==> src/verilog/epi_consts.svh <==
`ifndef EPI_CONSTS_SVH
`define EPI_CONSTS_SVH

// Pin widths of the memory part, then counter widths
`define EPI_AW 15
`define EPI_DW 16
`define EPI_CODE_W 8
`define EPI_CNT_W 16
`define EPI_PULSE_CNT_W 8

// System clock period in ns
`define EPI_CLK_NS 10

// Read timing, ns
`define EPI_ACCESS_NS 100
`define EPI_READ_OE_NS 40
`define EPI_READ_FLOAT_NS 30

// Program and verify timing, ns
`define EPI_SETUP_NS 2000
`define EPI_HOLD_NS 2000
`define EPI_VERIFY_OE_NS 100
`define EPI_VERIFY_FLOAT_NS 130
`define EPI_PULSE_NS 100000

// Retry limit for program pulses
`define EPI_MAX_PULSES 25

// Least time in ns to whole cycles, never below one
`define EPI_CYC_UP(ns) ((((ns) + `EPI_CLK_NS - 1) / `EPI_CLK_NS) < 1 ? 1 : \
  (((ns) + `EPI_CLK_NS - 1) / `EPI_CLK_NS))

`endif

==> src/verilog/epi_pkg.sv <==
`include "epi_consts.svh"

package epi_pkg;

  // Host commands
  typedef enum logic [1:0] {
    EPI_OP_READ = 2'h0,
    EPI_OP_PROG = 2'h1,
    EPI_OP_IDENT = 2'h2,
    EPI_OP_RSVD = 2'h3
  } epi_op_t;

  // Sequencer states
  typedef enum logic [2:0] {
    EPI_IDLE = 3'h0,
    EPI_SETUP = 3'h1,
    EPI_PULSE = 3'h2,
    EPI_HOLD = 3'h3,
    EPI_OESET = 3'h4,
    EPI_GATE = 3'h5,
    EPI_FLOAT = 3'h6,
    EPI_DONE = 3'h7
  } epi_state_t;

  // Whole state of the controller
  typedef struct packed {
    epi_state_t state;
    epi_op_t op;
    logic [`EPI_AW-1:0] addr;
    logic [`EPI_DW-1:0] wdata;
    logic [`EPI_DW-1:0] rdata;
    logic [`EPI_PULSE_CNT_W-1:0] pulses;
    logic cs_n;
    logic og_n;
    logic ps_n;
    logic dq_oe;
    logic vpp_en;
    logic vcc_hi;
    logic sig_hv;
    logic tmr_load;
    logic [`EPI_CNT_W-1:0] tmr_val;
    logic rsp_valid;
    logic rsp_pass;
    logic ready;
  } epi_regs_t;

endpackage

==> src/verilog/epi_timer.sv <==
`timescale 1ns/1ps
`include "epi_consts.svh"

module epi_timer
  import epi_pkg::*;
#(
  parameter int CW = `EPI_CNT_W
) (
  input wire logic clk_sys,
  input wire logic rst,
  input wire logic load,
  input wire logic [CW-1:0] load_val,
  output logic done
);

  // Timer state
  typedef struct packed {
    logic [CW-1:0] cnt;
    logic done;
  } epi_tmr_t;

  epi_tmr_t r;
  epi_tmr_t next_r;

  // Count down; one-cycle pulse when the count runs out
  always_comb begin
    next_r = r;
    next_r.done = 1'b0;
    if (load) begin
      next_r.cnt = load_val;
    end else if (r.cnt != '0) begin
      next_r.cnt = r.cnt - CW'(1);
      next_r.done = (r.cnt == CW'(1));
    end
  end

  // State register
  always_ff @(posedge clk_sys) begin
    if (rst) begin
      r <= '0;
    end else begin
      r <= next_r;
    end
  end

  assign done = r.done;

endmodule

==> src/verilog/epi_host.sv <==
`timescale 1ns/1ps
`include "epi_consts.svh"

// Notes on behaviour
// Data only when select and gate low
// Address access equals select access time
// Gate data valid after gate delay
// Gate may lag select by access minus gate
// Float delay from first deasserted control
// Select high means standby, pins floating
// Select per device, gate shared strobe
// Erased bits read one
// Programmed zero only cleared by UV
// Program: high supply, select, strobe low
// Full word and address during programming
// Repeat pulses with verify until match
// Device margin read during program/verify
// No overprogram pulse after passing verify
// Select pulse programs only that device
// Select high ignores program pulses
// Verify read after programming location
// Verify: select, gate low, strobe high, supplies
// Identification: high voltage on signature line
// Low address bit picks maker or type
// Other address lines low in identification
// Codes on lower eight data pins
// Program pulse 95 to 105 microseconds
// Read is lookup of address into array
// Upper identification byte taken as zero
module epi_host
  import epi_pkg::*;
#(
  parameter logic [`EPI_CNT_W-1:0] PULSE_CYC =
    `EPI_CNT_W'(`EPI_PULSE_NS / `EPI_CLK_NS),
  parameter logic [`EPI_PULSE_CNT_W-1:0] MAX_PULSES =
    `EPI_PULSE_CNT_W'(`EPI_MAX_PULSES)
) (
  input wire logic clk_sys,
  input wire logic rst,
  input wire logic cmd_valid,
  input wire epi_op_t cmd_op,
  input wire logic [`EPI_AW-1:0] cmd_addr,
  input wire logic [`EPI_DW-1:0] cmd_data,
  output logic cmd_ready,
  output logic rsp_valid,
  output logic [`EPI_DW-1:0] rsp_data,
  output logic rsp_pass,
  output logic [`EPI_PULSE_CNT_W-1:0] rsp_pulses,
  output logic [`EPI_AW-1:0] addr_pins,
  output logic chip_select_n,
  output logic output_gate_n,
  output logic program_strobe_n,
  output logic [`EPI_DW-1:0] data_pins_out,
  output logic data_pins_oe,
  input wire logic [`EPI_DW-1:0] data_pins_in,
  output logic vpp_program_en,
  output logic vcc_raise_en,
  output logic signature_select_line
);

  // Cycle counts derived from the printed times
  localparam logic [`EPI_CNT_W-1:0] READ_LEAD_CYC =
    `EPI_CNT_W'(`EPI_CYC_UP(`EPI_ACCESS_NS - `EPI_READ_OE_NS));
  localparam logic [`EPI_CNT_W-1:0] READ_OE_CYC =
    `EPI_CNT_W'(`EPI_CYC_UP(`EPI_READ_OE_NS));
  localparam logic [`EPI_CNT_W-1:0] READ_FLOAT_CYC =
    `EPI_CNT_W'(`EPI_CYC_UP(`EPI_READ_FLOAT_NS));
  localparam logic [`EPI_CNT_W-1:0] SETUP_CYC =
    `EPI_CNT_W'(`EPI_CYC_UP(`EPI_SETUP_NS));
  localparam logic [`EPI_CNT_W-1:0] HOLD_CYC =
    `EPI_CNT_W'(`EPI_CYC_UP(`EPI_HOLD_NS));
  localparam logic [`EPI_CNT_W-1:0] VER_OE_CYC =
    `EPI_CNT_W'(`EPI_CYC_UP(`EPI_VERIFY_OE_NS));
  localparam logic [`EPI_CNT_W-1:0] VER_FLOAT_CYC =
    `EPI_CNT_W'(`EPI_CYC_UP(`EPI_VERIFY_FLOAT_NS));

  epi_regs_t r; // Registered state
  epi_regs_t next_r; // Next state
  logic tmr_done; // Wait of the current state has run out

  // Wait timer, restarted on every state change except those into EPI_DONE and EPI_IDLE
  epi_timer #(
    .CW(`EPI_CNT_W)
  ) u_timer (
    .clk_sys(clk_sys),
    .rst(rst),
    .load(r.tmr_load),
    .load_val(r.tmr_val),
    .done(tmr_done)
  );

  // Gate delay for the current operation
  function automatic logic [`EPI_CNT_W-1:0] oe_cyc(input epi_op_t op);
    oe_cyc = (op == EPI_OP_PROG) ? VER_OE_CYC : READ_OE_CYC;
  endfunction

  // Float delay for the current operation
  function automatic logic [`EPI_CNT_W-1:0] float_cyc(input epi_op_t op);
    float_cyc = (op == EPI_OP_PROG) ? VER_FLOAT_CYC : READ_FLOAT_CYC;
  endfunction

  // Sequencer
  always_comb begin
    next_r = r;
    next_r.tmr_load = 1'b0;
    next_r.rsp_valid = 1'b0;
    unique case (r.state)
      // Wait for a command
      EPI_IDLE: begin
        if (cmd_valid && cmd_op != EPI_OP_RSVD) begin
          next_r.op = cmd_op;
          next_r.wdata = cmd_data;
          next_r.pulses = '0;
          next_r.rsp_pass = 1'b0;
          next_r.ready = 1'b0;
          next_r.cs_n = 1'b0;
          next_r.state = EPI_SETUP;
          next_r.tmr_load = 1'b1;
          next_r.tmr_val = READ_LEAD_CYC;
          next_r.addr = cmd_addr;
          if (cmd_op == EPI_OP_IDENT) begin
            // Only the byte select bit may be high
            next_r.addr = '0;
            next_r.addr[0] = cmd_addr[0];
            next_r.sig_hv = 1'b1;
            next_r.tmr_val = SETUP_CYC;
          end else if (cmd_op == EPI_OP_PROG) begin
            next_r.vpp_en = 1'b1;
            next_r.vcc_hi = 1'b1;
            next_r.dq_oe = 1'b1;
            next_r.tmr_val = SETUP_CYC;
          end
        end
      end
      // Address, select, supplies and data settle
      EPI_SETUP: begin
        if (tmr_done) begin
          next_r.tmr_load = 1'b1;
          if (r.op == EPI_OP_PROG) begin
            next_r.ps_n = 1'b0;
            next_r.pulses = r.pulses + `EPI_PULSE_CNT_W'(1);
            next_r.tmr_val = PULSE_CYC;
            next_r.state = EPI_PULSE;
          end else begin
            next_r.og_n = 1'b0;
            next_r.tmr_val = oe_cyc(r.op);
            next_r.state = EPI_GATE;
          end
        end
      end
      // Program pulse in progress
      EPI_PULSE: begin
        if (tmr_done) begin
          next_r.ps_n = 1'b1;
          next_r.tmr_load = 1'b1;
          next_r.tmr_val = HOLD_CYC;
          next_r.state = EPI_HOLD;
        end
      end
      // Data held after the pulse, then released
      EPI_HOLD: begin
        if (tmr_done) begin
          next_r.dq_oe = 1'b0;
          next_r.tmr_load = 1'b1;
          next_r.tmr_val = SETUP_CYC;
          next_r.state = EPI_OESET;
        end
      end
      // Gate setup before the verify read
      EPI_OESET: begin
        if (tmr_done) begin
          next_r.og_n = 1'b0;
          next_r.tmr_load = 1'b1;
          next_r.tmr_val = VER_OE_CYC;
          next_r.state = EPI_GATE;
        end
      end
      // Gate low; sample once the data is valid
      EPI_GATE: begin
        if (tmr_done) begin
          next_r.rdata = data_pins_in;
          if (r.op == EPI_OP_IDENT) begin
            next_r.rdata[`EPI_DW-1:`EPI_CODE_W] = '0;
          end
          next_r.og_n = 1'b1;
          next_r.tmr_load = 1'b1;
          next_r.tmr_val = float_cyc(r.op);
          next_r.state = EPI_FLOAT;
        end
      end
      // Wait for the part to stop driving
      EPI_FLOAT: begin
        if (tmr_done) begin
          next_r.state = EPI_DONE;
          if (r.op == EPI_OP_PROG) begin
            if (r.rdata == r.wdata) begin
              next_r.rsp_pass = 1'b1;
            end else if (r.pulses != MAX_PULSES) begin
              // Drive the word again for another pulse
              next_r.dq_oe = 1'b1;
              next_r.tmr_load = 1'b1;
              next_r.tmr_val = SETUP_CYC;
              next_r.state = EPI_SETUP;
            end
          end else begin
            next_r.rsp_pass = 1'b1;
          end
        end
      end
      // Release the part and answer the host
      EPI_DONE: begin
        next_r.cs_n = 1'b1;
        next_r.vpp_en = 1'b0;
        next_r.vcc_hi = 1'b0;
        next_r.sig_hv = 1'b0;
        next_r.addr = '0;
        next_r.rsp_valid = 1'b1;
        next_r.ready = 1'b1;
        next_r.state = EPI_IDLE;
      end
    endcase
  end

  // State register; pins idle in standby after reset
  always_ff @(posedge clk_sys) begin
    if (rst) begin
      r <= '0;
      r.state <= EPI_IDLE;
      r.cs_n <= 1'b1;
      r.og_n <= 1'b1;
      r.ps_n <= 1'b1;
      r.ready <= 1'b1;
    end else begin
      r <= next_r;
    end
  end

  // Outputs straight from the state register
  assign cmd_ready = r.ready;
  assign rsp_valid = r.rsp_valid;
  assign rsp_data = r.rdata;
  assign rsp_pass = r.rsp_pass;
  assign rsp_pulses = r.pulses;
  assign addr_pins = r.addr;
  assign chip_select_n = r.cs_n;
  assign output_gate_n = r.og_n;
  assign program_strobe_n = r.ps_n;
  assign data_pins_out = r.wdata;
  assign data_pins_oe = r.dq_oe;
  assign vpp_program_en = r.vpp_en;
  assign vcc_raise_en = r.vcc_hi;
  assign signature_select_line = r.sig_hv;

endmodule

==> config.mk <==
export PLATFORM = sky130hd
export DESIGN_NAME = epi_host
export DESIGN_NICKNAME = d
export VERILOG_FILES = /design/src/verilog/epi_pkg.sv /design/src/verilog/epi_timer.sv /design/src/verilog/epi_host.sv
export VERILOG_INCLUDE_DIRS = /design/src /design/src/verilog
export SDC_FILE = /design/constraint.sdc
export NUM_CORES = 1
export LEC_CHECK = 0
export BUFFER_PORTS_ARGS = -buffer_cell sky130_fd_sc_hd__buf_4
export CORE_MARGIN = 4
export CORE_UTILIZATION = 51
export DETAILED_ROUTE_END_ITERATION = 10
export PLACE_DENSITY_LB_ADDON = 0.1
export SYNTH_ARGS = -nofsm -noshare
export SYNTH_HDL_FRONTEND = slang
export SYNTH_HIERARCHICAL = 1
export SYNTH_SLANG_ARGS = --single-unit
==> constraint.sdc <==
create_clock -name clk_sys -period 2.6 [get_ports clk_sys]
set_clock_uncertainty 0.2 [all_clocks]
set_input_delay 0.26 -clock clk_sys [delete_from_list [all_inputs] [get_ports clk_sys]]
set_output_delay 0.26 -clock clk_sys [all_outputs]
set_load 0.01 [all_outputs]
==> run_results.csv <==
group,metric,value,unit
finish,final_common_cell,"buf_4",
pwr,clkPwrFrac,0.256,
global_routing,globalRouteTotalUtil,0.2250,
drt,viasPerCell,5.374,
sta,min_period,2451,ps
global_routing,grt_pass1_vias,4175,
worst_setup_path,endpoint_kind,"flop",
global_routing,grt_max_degree,49,
place,dp_hpwl,8.196,mm
logic_synthesis,syn_avg_cell_area,8.310,um2
sta,finalSetupViolations,0,
clock_network,cts_sinks,92,
worst_setup_path,required,2680,ps
finish,drive_gt1_frac,0.2292,
global_routing,grt_busiest_layer,"met2",
logic_synthesis,synth_warnings,6,
worst_setup_path,crit_path_cell_trace,"dlygate4sd3_1, buf_4, ha_1, or4b_4, nor2_4, buf_4, nand2_1, a21oi_1",
floorplan,die-height,103.9,um
logic_synthesis,synthesis.area,0.004687,mm2
drt,initialDrtViolationCount,254,
worst_setup_path,cp_slowest_stage_delay,540,ps
sta,period_share,0.9425,
clock_network,cts_max_level,3,
place,routabilityCongestion,0.8375,
drt,drt-pass1-iter-count,4,
global_routing,use_met2,0.3839,
finish,syn2layout_area_growth,25.84,%
pwr,power_density,646.7,mW/mm2
worst_setup_path,arrival,2530,ps
floorplan,start_util,0.5297,
global_routing,grt_pass1_wl,20.52,mm
pwr,internal-power,2.546,mW
clock_network,cts_tree,"yes",
sta,timing.hold.ws,106.8,ps
drt,drt-total-wl,12.07,mm
floorplan,die_x,103.9,um
drt,vias,4192,
floorplan,io_pins,117,
sta,rsz0062_at_grt,"no",
drt,wire_per_inst,15.47,um
place,numPortBuffers,116,
pwr,total_leakage_power,2.523,nW
logic_synthesis,syn_inst,564,
global_routing,met1_usage,0.2872,
sta,finalSetupTns,0,ps
floorplan,core,0.008848,mm2
pwr,seqPwrFrac,0.451,
worst_setup_path,critPathLaunchType,"input port",
finish,n_antenna_cell,0,
clock_network,cts_buffers,9,
floorplan,dieArea,0.01079,mm2
global_routing,use_met3,0.04035,
worst_setup_path,slowest_stage,"dlygate4sd3_1",
floorplan,core.rowCount,34,
sta,slew_viol_final,0,
pwr,irDropWorstVdd,0.3677,mV
pwr,power.switching,1.268,mW
logic_synthesis,yosys.cell_types.count,57,
drt,ant_nets,0,
finish,final_nets,727,
logic_synthesis,ys.flop_type,"dfxtp_1",
logic_synthesis,ys_seq_area_frac,0.3930,
pwr,combPwrFrac,0.292,
worst_hold_path,holdCritPathClass,"input port to flop",
clock_network,clk_pin_slew,90,ps
worst_setup_path,path_common_cell,"buf_4",
sta,hold_viol,0,
finish,final_cell_mix,"buf_4, dfxtp_1, nand2_1, dlygate4sd3_1, a21oi_1",
global_routing,overflow,0,
sta,max_slew.worst_pin.slew,710.8,ps
clock_network,ctsRootBufferMaster,"clkbuf_8",
finish,fill_cells,732,
pwr,swShare,0.3325,
logic_synthesis,synth_edf_count,0,
drt,post-route-drc-count,0,
global_routing,antenna_found_initial,0,
logic_synthesis,ys_seq_elements,92,
clock_network,clk_latency,360,ps
worst_setup_path,crit_type,"input port to flop",
logic_synthesis,ys_async_sr_fraction,0,
outcome,status,"finished clean",
worst_setup_path,crit_fanout,15,
sta,relSlewSlack,0.5259,
sta,max_freq,408.1,MHz
clock_network,max-clock-path-buffers,2,
job,max_cap_violations,0,
-- critical path, delay by kind of cell --
kind | cells | cell delay (ps)
and+or+nand+nor | 3 | 930
AOI/OAI and AO/OA | 1 | 120
adders and majority gates | 1 | 230
buffers and inverters | 3 | 980
-- synthesized netlist by cell type, drive strengths merged (2+ instances only) --
cell    number  area, um2
and2         3      18.77
nor2b        7      43.79
a22oi       17      127.6
xor2        29      254.0
a21oi       49      249.0
a31oi        3      18.77
a211oi       2      15.01
clkbuf      21      88.83
o21bai       2      15.01
nand4b       2      17.52
inv         13      48.80
xnor2        4      35.03
a22o         2      17.52
nand4       11      83.83
nand2       87      326.6
nor4        11      105.1
nor4b        2      17.52
dfxtp       92       1842
buf         66      485.5
a221oi       3      26.28
o22ai        6      37.54
o21a         2      15.01
ha           8      100.1
nor2        33      131.4
nand3       14      70.07
and3         6      37.54
nor3        12      65.06
nor3b        6      45.04
a21o         3      23.77
o21ai       22      110.1
o31a         2      17.52
nand2b      10      62.56
-- logic make-up (layout without fill, tap and decap cells) --
logic type,count (synthesis),count (layout),share of synthesized area
flip-flops,92,92,0.3930
adder cells (fa/ha/maj),8,8,0.02136
XOR/XNOR,33,33,0.06166
other,1,5,0.0008001
buffers and inverters,101,205,0.1353
AND/OR/NAND/NOR,208,208,0.2277
AO/OA/AOI/OAI,119,119,0.1556
multiplexers,2,2,0.004538
-- layer usage --
layer	wire, um	vias up
met3	677	23
met2	5872	133
li1	-	2082
met4	223	0
met5	0	-
met1	5296	1954
-- worst paths after layout --
check,from,endpoint,slack [ps],cells past startpoint
setup / recovery,cmd_op[0],data_pins_out[1],150,8
hold / removal,rst,addr_pins[10],110,2
setup reg to reg,r[84],addr_pins[12],370,5
hold reg to reg,addr_pins[0],addr_pins[0],270,2
-- final cells by class --
cell class                 instances  area (um2)  area share
clock buffer                      11       141.4     0.02397
sequential                        92        1842      0.3123
inverter                          13       48.80    0.008273
timing repair buffer             176        1444      0.2448
multi-input combinational        375        2226      0.3774
clock inverter                     5       61.31     0.01039
tap                              108       135.1     0.02291
-- registers in the layout (all words and copies together), names as in the netlist --
name	flops
addr_pins	15
cmd_ready	1
data_pins_oe	1
data_pins_out	16
output_gate_n	1
program_strobe_n	1
r	12
rsp_data	16
rsp_pass	1
rsp_pulses	8
rsp_valid	1
signature_select_line	1
u_timer/done	1
u_timer/r	16
vpp_program_en	1
-- through the flow --
| step | power, mW | cell area [um2] | std cells | setup slack [ps] | util |
|---|---|---|---|---|---|
| final | 3.814 | 5898 | 780 | 149.4 | 0.6666 |
| after global routing | 4.024 | 5898 | 780 | 33.19 | 0.6666 |
| after CTS | 3.823 | 5898 | 780 | 169.3 | 0.6666 |
| after detailed placement | 2.796 | 5205 | 715 | 386.9 | 0.5882 |
| after global placement | 2.756 | 5205 | 715 | 428.2 | 0.5882 |
| after floorplan | 2.532 | 4702 | 568 | 722.2 | - |
-- power by group through the flow --
stage,Combinational (mW),Clock (mW),Sequential (mW)
finish,1.11,0.978,1.72
global route,1.24,1.04,1.74
CTS,1.11,0.995,1.72
detailed placement,1.05,0,1.75
global placement,1.01,0,1.74
floorplan,0.828,0,1.70
-- what timing repair did --
action,in CTS,in global routing
endpoints found under the hold margin,49,0
endpoints found under the setup margin,0,0
buffers inserted,0,0
hold buffers,49,0
resized for setup,0,0
Note: power is estimated with default switching activity, not from simulation.
